$ cat config.mk
export PLATFORM = sky130hd
export DESIGN_NAME = hcfl_top
export DESIGN_NICKNAME = d
export VERILOG_FILES = /design/src/common/hcfl_pkg.sv /design/src/common/hcfl_sync_if.sv /design/src/core/hcfl_sync.sv /design/src/core/hcfl_top.sv
export SDC_FILE = /design/constraint.sdc
export NUM_CORES = 1
export LEC_CHECK = 0
export BUFFER_PORTS_ARGS = -buffer_cell sky130_fd_sc_hd__buf_2
export CORE_MARGIN = 2
export CORE_UTILIZATION = 58
export CTS_CLUSTER_SIZE = 30
export DETAILED_ROUTE_END_ITERATION = 7
export GPL_TIMING_DRIVEN = 0
export HOLD_SLACK_MARGIN = 0.1
export PLACE_DENSITY = 0.87
export SLEW_MARGIN = 15
export SYNTH_ARGS = -nofsm -noshare
export SYNTH_HDL_FRONTEND = slang
export SYNTH_SLANG_ARGS = --single-unit
$ cat constraint.sdc
create_clock -name clock -period 6.06 [get_ports clock]
set_clock_uncertainty 0.1 [all_clocks]
set_input_delay 0.606 -clock clock [delete_from_list [all_inputs] [get_ports clock]]
set_output_delay 0.606 -clock clock [all_outputs]
set_load 0.005 [all_outputs]
$ cat src/common/hcfl_pkg.sv
package hcfl_pkg;
    // clock rate
    localparam int unsigned CLK_HZ = 125_000_000;
    // overcurrent hold time, milliseconds
    localparam int unsigned OC_HOLD_MS = 15;
    // overcurrent hold in clock cycles (longest time, rounds down)
    localparam int unsigned OC_HOLD_CYC = (CLK_HZ / 1000) * OC_HOLD_MS;
    // startup threshold on hall frequency, millihertz
    localparam int unsigned SINE_MIN_MHZ = 1000;
    // longest hall edge period that still counts as 1.0 Hz or more
    localparam int unsigned SINE_PERIOD_CYC = (CLK_HZ / SINE_MIN_MHZ) * 1000;
    // advance step in units of 1/16 degree (0.9375 deg = 15/16)
    localparam logic [7:0] ADV_STEP_Q4 = 8'h0F;
    // hall cycles between advance steps
    localparam logic [2:0] ADV_HALL_CYCLES = 3'h4;
    // advance angle reset value
    localparam logic [7:0] ADV_RESET = 8'h00;
    // register offsets
    localparam logic [7:0] OFF_STATUS = 8'h00;
    localparam logic [7:0] OFF_MASK = 8'h04;
    localparam logic [7:0] OFF_CTRL = 8'h08;
    localparam logic [7:0] OFF_ADV = 8'h0C;
    // status and mask bit positions
    localparam int unsigned EV_FAULT = 0;
    localparam int unsigned EV_HALL_BAD = 1;
    localparam int unsigned EV_OVERCURRENT = 2;
    localparam int unsigned EV_REVERSE = 3;
    localparam int unsigned EV_WIDTH = 4;
    // control bit positions and reset values
    localparam int unsigned CTRL_ADV_EN = 0;
    localparam int unsigned CTRL_TEST = 1;
    localparam logic [1:0] CTRL_RESET = 2'h1;
    localparam logic [EV_WIDTH-1:0] MASK_RESET = 4'h0;
    // drive mode
    typedef enum logic [0:0] {
        DRIVE_TRAP = 1'b0,
        DRIVE_SINE = 1'b1
    } hcfl_drive_type;
endpackage

$ cat src/common/hcfl_sync_if.sv
`timescale 1ns/10ps
// raw asynchronous flags in, filtered levels out
interface hcfl_sync_if #(parameter int W = 10);
    logic [W-1:0] raw;
    logic [W-1:0] clean;
    modport owner (input clean, output raw);
    modport filter (input raw, output clean);
endinterface

$ cat src/core/hcfl_sync.sv
`timescale 1ns/10ps
// three-stage synchroniser; a change counts once stages two and three agree
module hcfl_sync #(
    parameter int W = 10
) (
    // clock and reset
    input wire logic clock,
    input wire logic sys_rst,
    // flag carrier
    hcfl_sync_if.filter sif
);
    logic [W-1:0] s1_ff; // first stage, read only by s2
    logic [W-1:0] s2_ff;
    logic [W-1:0] s3_ff;
    logic [W-1:0] clean_ff;

    // shift chain
    always_ff @(posedge clock or posedge sys_rst) begin
        if (sys_rst) begin
            s1_ff <= '0;
            s2_ff <= '0;
            s3_ff <= '0;
        end else begin
            s1_ff <= sif.raw;
            s2_ff <= s1_ff;
            s3_ff <= s2_ff;
        end
    end

    // per bit: take the new level only when stages agree
    genvar gi;
    generate
        for (gi = 0; gi < W; gi++) begin : g_bit
            always_ff @(posedge clock or posedge sys_rst) begin
                if (sys_rst) begin
                    clean_ff[gi] <= 1'b0;
                end else if (s2_ff[gi] == s3_ff[gi]) begin
                    clean_ff[gi] <= s3_ff[gi];
                end
            end
        end
    endgenerate

    assign sif.clean = clean_ff;
endmodule

$ cat src/core/hcfl_top.sv
// Chosen here: register access over APB and the placing of the registers.
`timescale 1ns/10ps
// How it works
// RQ1: target advance taken from digitized level input
// RQ2: step advance 0.9375 deg per four hall cycles
// RQ3: forward hall table drives six switches
// RQ4: reverse hall table drives six switches
// RQ5: fault output is OR of six protections
// RQ6: overcurrent holds fault for 15 ms
// RQ7: host stops inputs within overcurrent hold
// RQ8: reference lockout forces all switches off
// RQ9: reference lockout release resumes hall switching
// RQ10: bootstrap lockout forces high sides off
// RQ11: bootstrap release lets high sides follow
// RQ12: supply lockout forces all switches off
// RQ13: supply release resumes hall switching
// RQ14: trapezoidal below 1 Hz, sinusoidal above
// RQ15: reverse rotation forces trapezoidal within 60 deg
// RQ16: all-equal hall inputs flag fault, switches off
// RQ17: test mode pins advance at zero
// RQ18: flags synchronised, switch commands registered
// RQ19: never both switches of one phase
module hcfl_top #(
    parameter int unsigned OC_HOLD_CYCLES = hcfl_pkg::OC_HOLD_CYC,
    parameter int unsigned SINE_PERIOD_CYCLES = hcfl_pkg::SINE_PERIOD_CYC
) (
    // clock and reset
    input wire logic clock,
    input wire logic sys_rst,
    // hall position inputs
    input wire logic hall_u,
    input wire logic hall_v,
    input wire logic hall_w,
    // digitized supply comparators, high when at or below lower threshold
    input wire logic reference_undervoltage_lockout,
    input wire logic supply_undervoltage_lockout,
    input wire logic [2:0] bootstrap_undervoltage_lockout,
    // other protection flags
    input wire logic overcurrent_shutdown,
    input wire logic thermal_shutdown,
    input wire logic motor_lock_guard,
    // settings
    input wire logic direction_select,
    input wire logic [7:0] advance_level_input,
    // apb slave
    input wire logic psel,
    input wire logic penable,
    input wire logic pwrite,
    input wire logic [7:0] paddr,
    input wire logic [31:0] pwdata,
    output logic [31:0] prdata,
    output logic pready,
    output logic pslverr,
    // switch commands, u v w
    output logic [2:0] high_side_on,
    output logic [2:0] low_side_on,
    // fault, interrupt and drive mode
    output logic fault_out,
    output logic irq,
    output logic sine_drive
);
    localparam int NS = 10;

    // synchronised flags
    hcfl_sync_if #(.W(NS)) sif ();
    assign sif.raw = {direction_select, motor_lock_guard, thermal_shutdown,
                      overcurrent_shutdown, bootstrap_undervoltage_lockout,
                      supply_undervoltage_lockout, reference_undervoltage_lockout,
                      1'b0}; // see RQ18
    hcfl_sync #(.W(NS)) u_sync (
        .clock(clock),
        .sys_rst(sys_rst),
        .sif(sif)
    );
    logic ref_uv, vcc_uv, oc_s, tsd_s, mlp_s, dir_fwd;
    logic [2:0] vb_uv;
    assign ref_uv = sif.clean[1];
    assign vcc_uv = sif.clean[2];
    assign vb_uv = sif.clean[5:3];
    assign oc_s = sif.clean[6];
    assign tsd_s = sif.clean[7];
    assign mlp_s = sif.clean[8];
    assign dir_fwd = sif.clean[9];

    // hall inputs get their own three-stage filter
    logic [2:0] h1_ff, h2_ff, h3_ff, hall_ff, hall_prev_ff;
    always_ff @(posedge clock or posedge sys_rst) begin
        if (sys_rst) begin
            h1_ff <= 3'h0;
            h2_ff <= 3'h0;
            h3_ff <= 3'h0;
            hall_ff <= 3'h0;
            hall_prev_ff <= 3'h0;
        end else begin
            h1_ff <= {hall_u, hall_v, hall_w};
            h2_ff <= h1_ff;
            h3_ff <= h2_ff;
            if (h2_ff == h3_ff) begin
                hall_ff <= h3_ff;
            end
            hall_prev_ff <= hall_ff;
        end
    end
    logic hall_bad, hall_edge, hall_cycle;
    assign hall_bad = (hall_ff == 3'h0) || (hall_ff == 3'h7); // see RQ16
    assign hall_edge = hall_ff != hall_prev_ff;
    // one hall cycle: rising edge of hall_u
    assign hall_cycle = hall_ff[2] && !hall_prev_ff[2];

    // expected successor of previous state in forward order
    function automatic logic [2:0] fwd_next(input logic [2:0] s);
        case (s)
            3'h5: fwd_next = 3'h4;
            3'h4: fwd_next = 3'h6;
            3'h6: fwd_next = 3'h2;
            3'h2: fwd_next = 3'h3;
            3'h3: fwd_next = 3'h1;
            3'h1: fwd_next = 3'h5;
            default: fwd_next = 3'h0;
        endcase
    endfunction

    // reverse rotation: judged at each valid hall step, so before 60 deg
    logic reverse_ff;
    always_ff @(posedge clock or posedge sys_rst) begin
        if (sys_rst) begin
            reverse_ff <= 1'b0;
        end else if (hall_edge && !hall_bad && hall_prev_ff != 3'h0
                     && hall_prev_ff != 3'h7) begin
            // forward order matches the forward table when direction high
            reverse_ff <= (fwd_next(hall_prev_ff) == hall_ff) != dir_fwd; // see RQ15
        end
    end

    // hall period timer for startup mode choice
    logic [31:0] period_ff;
    hcfl_pkg::hcfl_drive_type drive_ff;
    always_ff @(posedge clock or posedge sys_rst) begin
        if (sys_rst) begin
            period_ff <= SINE_PERIOD_CYCLES; // no edge seen yet counts as slow
        end else if (hall_edge) begin
            period_ff <= 32'h0;
        end else if (period_ff < SINE_PERIOD_CYCLES) begin
            period_ff <= period_ff + 32'h1;
        end
    end
    // slow or reversed motion falls back to trapezoidal at once
    always_ff @(posedge clock or posedge sys_rst) begin
        if (sys_rst) begin
            drive_ff <= hcfl_pkg::DRIVE_TRAP;
        end else begin
            case (drive_ff)
                hcfl_pkg::DRIVE_TRAP: begin
                    if (hall_cycle && period_ff < SINE_PERIOD_CYCLES && !reverse_ff) begin
                        drive_ff <= hcfl_pkg::DRIVE_SINE; // see RQ14
                    end
                end
                hcfl_pkg::DRIVE_SINE: begin
                    if (reverse_ff || period_ff >= SINE_PERIOD_CYCLES) begin
                        drive_ff <= hcfl_pkg::DRIVE_TRAP; // see RQ14 see RQ15
                    end
                end
                default: drive_ff <= hcfl_pkg::DRIVE_TRAP;
            endcase
        end
    end

    // overcurrent hold counter; host must quiet its inputs meanwhile
    logic [31:0] oc_cnt_ff;
    logic oc_prev_ff;
    always_ff @(posedge clock or posedge sys_rst) begin
        if (sys_rst) begin
            oc_cnt_ff <= 32'h0;
            oc_prev_ff <= 1'b0;
        end else begin
            oc_prev_ff <= oc_s;
            if (oc_s && !oc_prev_ff) begin
                oc_cnt_ff <= OC_HOLD_CYCLES; // see RQ6 see RQ7
            end else if (oc_cnt_ff != 32'h0) begin
                oc_cnt_ff <= oc_cnt_ff - 32'h1;
            end
        end
    end
    logic oc_active;
    assign oc_active = oc_s || (oc_cnt_ff != 32'h0);

    // registers
    logic [1:0] ctrl_ff;
    logic [hcfl_pkg::EV_WIDTH-1:0] mask_ff, status_ff;
    logic [7:0] adv_ff;
    logic wr_en, rd_en;
    assign wr_en = psel && penable && pwrite;
    assign rd_en = psel && penable && !pwrite;

    // fault combination
    logic fault_any;
    assign fault_any = ref_uv || oc_active || tsd_s || mlp_s
                       || reverse_ff || hall_bad; // see RQ5

    // all-off conditions; bootstrap lockout only gates its high side
    logic all_off;
    assign all_off = ref_uv || vcc_uv || oc_active || tsd_s || mlp_s
                     || hall_bad; // see RQ8 see RQ9 see RQ12 see RQ13

    // trapezoidal lookup, {uh,ul,vh,vl,wh,wl}
    logic [5:0] trap_sw;
    always_comb begin
        trap_sw = 6'h00;
        if (dir_fwd) begin
            case (hall_ff) // see RQ3
                3'h5: trap_sw = 6'h18;
                3'h4: trap_sw = 6'h12;
                3'h6: trap_sw = 6'h06;
                3'h2: trap_sw = 6'h24;
                3'h3: trap_sw = 6'h21;
                3'h1: trap_sw = 6'h09;
                default: trap_sw = 6'h00;
            endcase
        end else begin
            case (hall_ff) // see RQ4
                3'h2: trap_sw = 6'h18;
                3'h3: trap_sw = 6'h12;
                3'h1: trap_sw = 6'h06;
                3'h5: trap_sw = 6'h24;
                3'h4: trap_sw = 6'h21;
                3'h6: trap_sw = 6'h09;
                default: trap_sw = 6'h00;
            endcase
        end
    end

    // registered switch commands with gating and shoot-through guard
    logic [2:0] nxt_hs, nxt_ls, hs_ff, ls_ff;
    always_comb begin
        nxt_hs = {trap_sw[5], trap_sw[3], trap_sw[1]};
        nxt_ls = {trap_sw[4], trap_sw[2], trap_sw[0]};
        if (all_off) begin
            nxt_hs = 3'h0;
            nxt_ls = 3'h0;
        end
        // vb_uv is per phase u v w, matching bit order
        nxt_hs = nxt_hs & ~vb_uv; // see RQ10 see RQ11
        nxt_ls = nxt_ls & ~nxt_hs; // see RQ19
    end
    always_ff @(posedge clock or posedge sys_rst) begin
        if (sys_rst) begin
            hs_ff <= 3'h0;
            ls_ff <= 3'h0;
        end else begin
            hs_ff <= nxt_hs; // see RQ18
            ls_ff <= nxt_ls;
        end
    end
    assign high_side_on = hs_ff;
    assign low_side_on = ls_ff;

    // fault output register
    logic fault_ff;
    always_ff @(posedge clock or posedge sys_rst) begin
        if (sys_rst) begin
            fault_ff <= 1'b0;
        end else begin
            fault_ff <= fault_any; // see RQ5 see RQ6
        end
    end
    assign fault_out = fault_ff;
    assign sine_drive = drive_ff == hcfl_pkg::DRIVE_SINE;

    // phase advance: target from level input in 1/16 degree, step per four cycles
    logic [2:0] cyc_cnt_ff;
    logic [7:0] target;
    assign target = ctrl_ff[hcfl_pkg::CTRL_TEST] ? 8'h00 : advance_level_input; // see RQ1 see RQ17
    always_ff @(posedge clock or posedge sys_rst) begin
        if (sys_rst) begin
            cyc_cnt_ff <= 3'h0;
            adv_ff <= hcfl_pkg::ADV_RESET;
        end else if (ctrl_ff[hcfl_pkg::CTRL_TEST]) begin
            cyc_cnt_ff <= 3'h0;
            adv_ff <= 8'h00; // see RQ17
        end else if (ctrl_ff[hcfl_pkg::CTRL_ADV_EN] && hall_cycle) begin
            if (cyc_cnt_ff == hcfl_pkg::ADV_HALL_CYCLES - 3'h1) begin
                cyc_cnt_ff <= 3'h0;
                // step toward target; short remainder lands exactly
                if (adv_ff + hcfl_pkg::ADV_STEP_Q4 <= target
                    && adv_ff <= 8'hFF - hcfl_pkg::ADV_STEP_Q4) begin
                    adv_ff <= adv_ff + hcfl_pkg::ADV_STEP_Q4; // see RQ2
                end else if (adv_ff >= target + hcfl_pkg::ADV_STEP_Q4
                             && target <= 8'hFF - hcfl_pkg::ADV_STEP_Q4) begin
                    adv_ff <= adv_ff - hcfl_pkg::ADV_STEP_Q4; // see RQ2
                end else begin
                    adv_ff <= target;
                end
            end else begin
                cyc_cnt_ff <= cyc_cnt_ff + 3'h1;
            end
        end
    end

    // control and mask writes
    always_ff @(posedge clock or posedge sys_rst) begin
        if (sys_rst) begin
            ctrl_ff <= hcfl_pkg::CTRL_RESET;
            mask_ff <= hcfl_pkg::MASK_RESET;
        end else if (wr_en) begin
            if (paddr == hcfl_pkg::OFF_CTRL) begin
                ctrl_ff <= pwdata[1:0];
            end
            if (paddr == hcfl_pkg::OFF_MASK) begin
                mask_ff <= pwdata[hcfl_pkg::EV_WIDTH-1:0];
            end
        end
    end

    // sticky events; a new event wins over a write-one clear
    logic [hcfl_pkg::EV_WIDTH-1:0] ev, clr;
    assign ev = {reverse_ff, oc_s && !oc_prev_ff, hall_bad, fault_any && !fault_ff};
    assign clr = (wr_en && paddr == hcfl_pkg::OFF_STATUS) ?
                 pwdata[hcfl_pkg::EV_WIDTH-1:0] : '0;
    always_ff @(posedge clock or posedge sys_rst) begin
        if (sys_rst) begin
            status_ff <= '0;
        end else begin
            status_ff <= (status_ff & ~clr) | ev;
        end
    end
    assign irq = |(status_ff & mask_ff);

    // read data registered in the setup phase; zero-wait slave
    logic [31:0] rdata_ff;
    always_ff @(posedge clock or posedge sys_rst) begin
        if (sys_rst) begin
            rdata_ff <= 32'h0;
        end else if (psel && !penable && !pwrite) begin
            case (paddr)
                hcfl_pkg::OFF_STATUS: rdata_ff <= {28'h0, status_ff};
                hcfl_pkg::OFF_MASK: rdata_ff <= {28'h0, mask_ff};
                hcfl_pkg::OFF_CTRL: rdata_ff <= {29'h0, sine_drive, ctrl_ff};
                hcfl_pkg::OFF_ADV: rdata_ff <= {24'h0, adv_ff};
                default: rdata_ff <= 32'h0;
            endcase
        end
    end
    assign prdata = rdata_ff;
    assign pready = 1'b1;
    // access above the advance register, or any unaligned write, answers with an error
    assign pslverr = psel && penable && (paddr[1:0] != 2'h0 || paddr > hcfl_pkg::OFF_ADV)
                     && !rd_en ? 1'b1 : (rd_en && paddr > hcfl_pkg::OFF_ADV);
endmodule

; ---- Yosys cells after proc, flatten, opt, wreduce, memory -nomap -nowiden
; Cells that the tools add are included.
[totals]
wordCells = 165
input_bits = 65
register_bits = 178
[classes]
n_mux = 26
eq_ne = 31
n_reduce_logical = 55
addsub = 6
bitwise = 9
order_cmp = 7
[op_table]
columns = op, count
row1 = 32-bit two-way mux, 4
row2 = 6-bit one-hot mux with 6 select lines, 2
row3 = 8-bit two-way mux, 6
row4 = "32-bit by 1-bit adder with 32-bit output, second input constant", 1
row5 = "32-bit by 27-bit >= comparator with 1-bit output, second input constant", 1
row6 = "32-bit by 27-bit less-than comparator with 1-bit output, second input constant", 1
row7 = 8-bit one-hot mux with 4 select lines, 1
row8 = 32-bit nonzero test, 1
row9 = "32-bit by 1-bit subtractor with 32-bit output, second input constant", 1
row10 = "3-bit == test, second input constant", 7
row11 = 1-bit logical AND, 20
row12 = 3-bit two-way mux, 6
row13 = 3-bit one-hot mux with 6 select lines, 1
row14 = "8-bit by 4-bit adder with 8-bit output, second input constant", 2
row15 = "8-bit by 4-bit == test with 1-bit output, second input constant", 2
row16 = "8-bit less-or-equal comparator, second input constant", 2
row17 = "3-bit by 2-bit == test with 1-bit output, second input constant", 5
row18 = 1-bit logical OR, 14
row19 = 2-bit nonzero test, 5
row20 = 1-bit == test, 9
row21 = 4-bit AND, 2
row22 = "8-bit by 3-bit == test with 1-bit output, second input constant", 1
row23 = 8-bit >= comparator, 1
row24 = "8-bit by 4-bit greater-than comparator with 1-bit output, second input constant", 1
row25 = other kinds (23), 38

; ---- Logic depth before layout (Yosys ltp)
[logic_depth]
word_depth = 10
depth_mapped = 14
mapped_depth_nobuf = 13

; ---- Cells and area by module
; From an unflattened synthesis, not the netlist that was laid out.
[hier_totals]
hier_cells = 794
hier_area_um2 = 8036.5
[by_module_without_submodules]
columns = mod, cells_each, seq_area_each_um2, n_inst, area_per_inst_um2
row1 = hcfl_top, 743, 2970.3, 1, 6919.1
row2 = hcfl_sync, 51, 1001.0, 1, 1117.3

; ---- Least setup slack after synthesis
; No wires, ideal clock.
[synth_timing]
path_kind = input port to flip-flop
startpoint = input advance_level_input[1]
endpoint = register adv_ff[3]
stages = 13
n_path_buf = 1
path_slack_ps = 2911
arrival_ps = 2984
t_required_ps = 5895
path_cell_list = o21ai_0 -> nand2_1 -> o21ai_0 -> xnor2_1 -> nand2_1 -> ha_1 -> and4_1 -> nor2_1 -> a21boi_0 -> clkbuf_1 -> a21boi_0 -> a2111oi_0 -> a211o_1
[synth_between]
elab_chain_cells = 9
elab_cells_between_ends = 12
classes_between = add/sub: 1 / order compare: 3 / mux: 6 / reduce/logical: 2
[synth_rtl]
columns = item, line_no
row1 = "start, declared", hcfl_top.sv:44  ; input wire logic [7:0] advance_level_input,
row2 = 8-bit two-way mux (*), hcfl_top.sv:272  ; assign target = ctrl_ff[hcfl_pkg::CTRL_TEST] ? 8'h00 : advance_level_input;
row3 = 8-bit by 4-bit adder with 8-bit output, hcfl_top.sv:287  ; end else if (adv_ff >= target + hcfl_pkg::ADV_STEP_Q4
row4 = 8-bit >= comparator, hcfl_top.sv:287
row5 = 1-bit logical AND, hcfl_top.sv:288  ; && target <= 8'hFF - hcfl_pkg::ADV_STEP_Q4) begin
row6 = 8-bit two-way mux, hcfl_top.sv:287
row7 = 8-bit two-way mux (*), hcfl_top.sv:284  ; if (adv_ff + hcfl_pkg::ADV_STEP_Q4 <= target
row8 = 8-bit two-way mux (*), hcfl_top.sv:281  ; if (cyc_cnt_ff == hcfl_pkg::ADV_HALL_CYCLES - 3'h1) begin
row9 = 8-bit two-way mux (*), hcfl_top.sv:280  ; end else if (ctrl_ff[hcfl_pkg::CTRL_ADV_EN] && hall_cycle) begin
row10 = 8-bit two-way mux (*), hcfl_top.sv:277  ; end else if (ctrl_ff[hcfl_pkg::CTRL_TEST]) begin
row11 = "end signal, assigned", hcfl_top.sv:276  ; adv_ff <= hcfl_pkg::ADV_RESET;
row12 = "end signal, assigned", hcfl_top.sv:286  ; adv_ff <= adv_ff + hcfl_pkg::ADV_STEP_Q4;
row13 = "end signal, assigned", hcfl_top.sv:289  ; adv_ff <= adv_ff - hcfl_pkg::ADV_STEP_Q4;
row14 = "end, declared", hcfl_top.sv:190  ; logic [7:0] adv_ff;
; Mark *: on every way between the ends. The rest lies on a longest branch, timed or not. The select of a mux whose other input is x is not followed.
; A chain may end at the register's enable or synchronous reset.

; ---- Final worst setup path
[layout_timing]
startpoint = register ctrl_ff[1]
endpoint = register adv_ff[3]
[layout_between]
elab_chain_cells = 9
elab_cells_between_ends = 15
classes_between = add/sub: 1 / order compare: 3 / mux: 6 / reduce/logical: 5
[layout_rtl]
columns = item, line_no
row1 = "start, declared", hcfl_top.sv:188  ; logic [1:0] ctrl_ff;
row2 = "start signal, assigned", hcfl_top.sv:302  ; ctrl_ff <= hcfl_pkg::CTRL_RESET;
row3 = "start signal, assigned", hcfl_top.sv:306  ; ctrl_ff <= pwdata[1:0];
row4 = 8-bit two-way mux, hcfl_top.sv:272
row5 = 8-bit by 4-bit adder with 8-bit output, hcfl_top.sv:287
row6 = 8-bit >= comparator, hcfl_top.sv:287
row7 = 1-bit logical AND, hcfl_top.sv:288
row8 = 8-bit two-way mux, hcfl_top.sv:287
row9 = 8-bit two-way mux, hcfl_top.sv:284
row10 = 8-bit two-way mux, hcfl_top.sv:281
row11 = 8-bit two-way mux, hcfl_top.sv:280
row12 = 8-bit two-way mux, hcfl_top.sv:277
; Several ways; a longest one is shown, not always the timed one. The select of a mux whose other input is x is not followed.

==> reports/metrics.cfg <==
[flow_run]
cap_viol_max_count = 0

[die]
row_count = 42
coreArea_um2 = 13300
die-area_um2 = 14640
start_util = 0.5971
ios = 108
die_y_um = 121.0
die_w_um = 121.0

[global_route]
grt_max_degree = 103
grt_usage = 0.2345
grt_pass1_wl_um = 27230
grt_pass1_vias = 5873
grt-ovfl-total = 0
antenna_found_initial = 0

[synthesis]
synthCells = 797
synthFlopType = dfrtp_1
syn_area_um2 = 7939
synth_edf_count = 0
synth-seq-area-share = 0.4876
yosysWarnings = 0
synth.avg_cell_area_um2 = 9.961
async_flop_share = 1.000
synth_seq_cells = 154
synth_cell_type_count = 72

[worst_setup_path]
required_ns = 6.27
startpoint_type = flop
cp_max_fo = 10
reg2reg_to = adv_ff[3]$_DFFE_PP0P_
r2r_cells = 11
rr_startpoint = ctrl_ff[1]$_DFFE_PP0P_
cp-startpoint = ctrl_ff[1]$_DFFE_PP0P_
worstSetupPathType = flop to flop
r2r_setup_slack_ns = 2.21
cp.arrival_ns = 4.05
cp-end-kind = flop

[timing]
slew_headroom = 0.4387
fin_crit_sh = 0.6346
drv_slew = 0
hold_viol = 0
finalSetupViolCount = 0
period_minus_slack_ns = 3.846
timing.final.ws_setup_ns = 2.214
rsz0062_at_grt = no
worstMarginPinSlew_ns = 0.8363
fmax_ghz = 0.2600

[clock_network]
cts-root-buf = clkbuf_16
cts_buffer_depth = 2
cts_tree = built
postCtsSetupBuffers = 0
cts_max_level = 4
clk_pin_slew_ns = 0.06
cts_buffers = 17
clock_latency_ns = 0.43
cts_sinks = 154

[placed_design]
dp_hpwl_um = 11060
dp_cells = 1049
port_buffers = 52
dpl-instance-area_um2 = 8541
dp_slack_ns = 2.270
place_congestion = 0.9261

[finish]
n_antenna_cell = 0
drive_gt1_frac = 0.1646
fillers = 996
multi_input_area_um2 = 3734
layout_commonest_cell = dfrtp_1
area_growth_pct = 14.85
fin_area_um2 = 9117
regArea_um2 = 3871
final_cell_mix = dfrtp_1 (140), nor2_1 (78), nand2_1 (66)
fin_util = 0.6858
fin_nets = 983
fin_cells = 1081

[pwr]
powerDensity_nw_per_um2 = 298.3
p_leak_nw = 3.916
ir_drop_mv = 0.3358

[drt]
routedWlPerCell_um = 15.01
antenna_left = 0
drt_wl_total_um = 16230
drt-vias-per-instance = 5.619
drt_iter0_markers = 511
vias = 6074
drc_errors = 0
drtPass1Iterations = 5

[worst_hold_path]
holdCritStartpoint = motor_lock_guard
whs_endpoint = u_sync.s1_ff[8]$_DFF_PP0_
hp-class = input port to flop
hold_depth = 1

[outcome]
status = finished clean

[cells in the mapped netlist (8+ instances only)]
| cell type | instances | area [um^2] |
|---|---|---|
| nor3_1 | 34 | 170.2 |
| ha_1 | 25 | 312.8 |
| nor4_1 | 13 | 81.33 |
| dfstp_2 | 14 | 367.9 |
| maj3_1 | 9 | 90.09 |
| a21oi_1 | 33 | 165.2 |
| mux2_2 | 8 | 90.09 |
| o21ai_0 | 24 | 120.1 |
| or3_1 | 13 | 81.33 |
| and3_1 | 10 | 62.56 |
| nand2_1 | 66 | 247.7 |
| inv_1 | 28 | 105.1 |
| nand3_1 | 32 | 160.2 |
| or4_1 | 10 | 75.07 |
| buf_4 | 25 | 187.7 |
| a22o_1 | 9 | 78.83 |
| xor2_1 | 23 | 201.4 |
| nor2_1 | 78 | 292.8 |
| clkbuf_1 | 29 | 108.9 |
| dfrtp_1 | 140 | 3503 |
| xnor2_1 | 44 | 385.4 |
| nand4_1 | 12 | 75.07 |
| nor3b_1 | 8 | 60.06 |
[where the power goes]
part / internal [mW] / switching [mW] / leakage (nW)
sequential: 1.10 / 0.0733 / 1.87
combinational: 0.216 / 0.334 / 1.78
clock: 0.580 / 0.422 / 0.272
[worst max-delay path by stage]
stage	to	slack, ns	cells after the start
floorplan	adv_ff[0]$_DFFE_PP0P_	1.23	1
global placement	adv_ff[7]$_DFFE_PP0P_	-0.24	2
detailed placement	adv_ff[3]$_DFFE_PP0P_	2.27	14
CTS	adv_ff[3]$_DFFE_PP0P_	2.34	11
global route	adv_ff[2]$_DFFE_PP0P_	1.97	11
finish	adv_ff[3]$_DFFE_PP0P_	2.21	11
[per-stage QoR]
stage | power [mW] | setup TNS (ns) | hold WS [ns]
6_report | 2.720 | 0 | 0.1802
3_3_place_gp | 1.691 | -31.75 | 0.2335
2_1_floorplan | 1.575 | 0 | 0.2312
3_5_place_dp | 1.721 | 0 | 0.2347
4_1_cts | 2.729 | 0 | 0.1742
5_1_grt | 2.857 | 0 | 0.1703
[sequential cells by signal (all words and copies together), names as in the netlist, 8 cells and up]
signal,cells
oc_cnt_ff,32
period_ff,32
u_sync.s2_ff,9
u_sync.s3_ff,9
u_sync.s1_ff,9
prdata,8
u_sync.sif.clean,9
adv_ff,8
[critical path, stage by stage (launching register included)]
cell and delay, ns:
dfrtp_1 0.47, inv_1 0.18, clkbuf_1 0.42, nand2_1 0.21, ha_1 0.34, ha_1 0.28
a2111oi_0 0.60, o31ai_1 0.22, clkbuf_1 0.26, a21boi_0 0.26, a2111oi_0 0.10, a211o_1 0.28
[metal layers]
metal | wire, um | share of wire | global-route usage
met2 | 7952 | 0.49 | 0.3926
met3 | 881 | 0.054 | 0.06438
met4 | 340 | 0.021 | 0.08721
met1 | 7056 | 0.43 | 0.2908
met5 | 0 | 0 | 0
[cell families after synthesis]
group	after synthesis	synth area share
simple gates	320	0.2095
flops	154	0.4876
compound gates	116	0.09725
buf+inv	88	0.05390
xor+xnor	67	0.07392
fa+ha+maj	34	0.05075
mux	16	0.02616
other cells	2	0.0009460
[what timing repair did]
item	CTS	global route
resized for setup	0	0
endpoints found under the hold margin	52	0
hold buffers	1	0
[final cells by class]
| type | instances | share of cell area |
|---|---|---|
| sequential | 154 | 0.4246 |
| clock buffer | 20 | 0.04899 |
| tap | 176 | 0.02415 |
| multi-input combinational | 578 | 0.4095 |
| clock inverter | 11 | 0.01235 |
| buffer | 60 | 0.03541 |
| timing repair buffer | 54 | 0.03266 |
| inverter | 28 | 0.01235 |
Power figures use the tool's default switching activity.
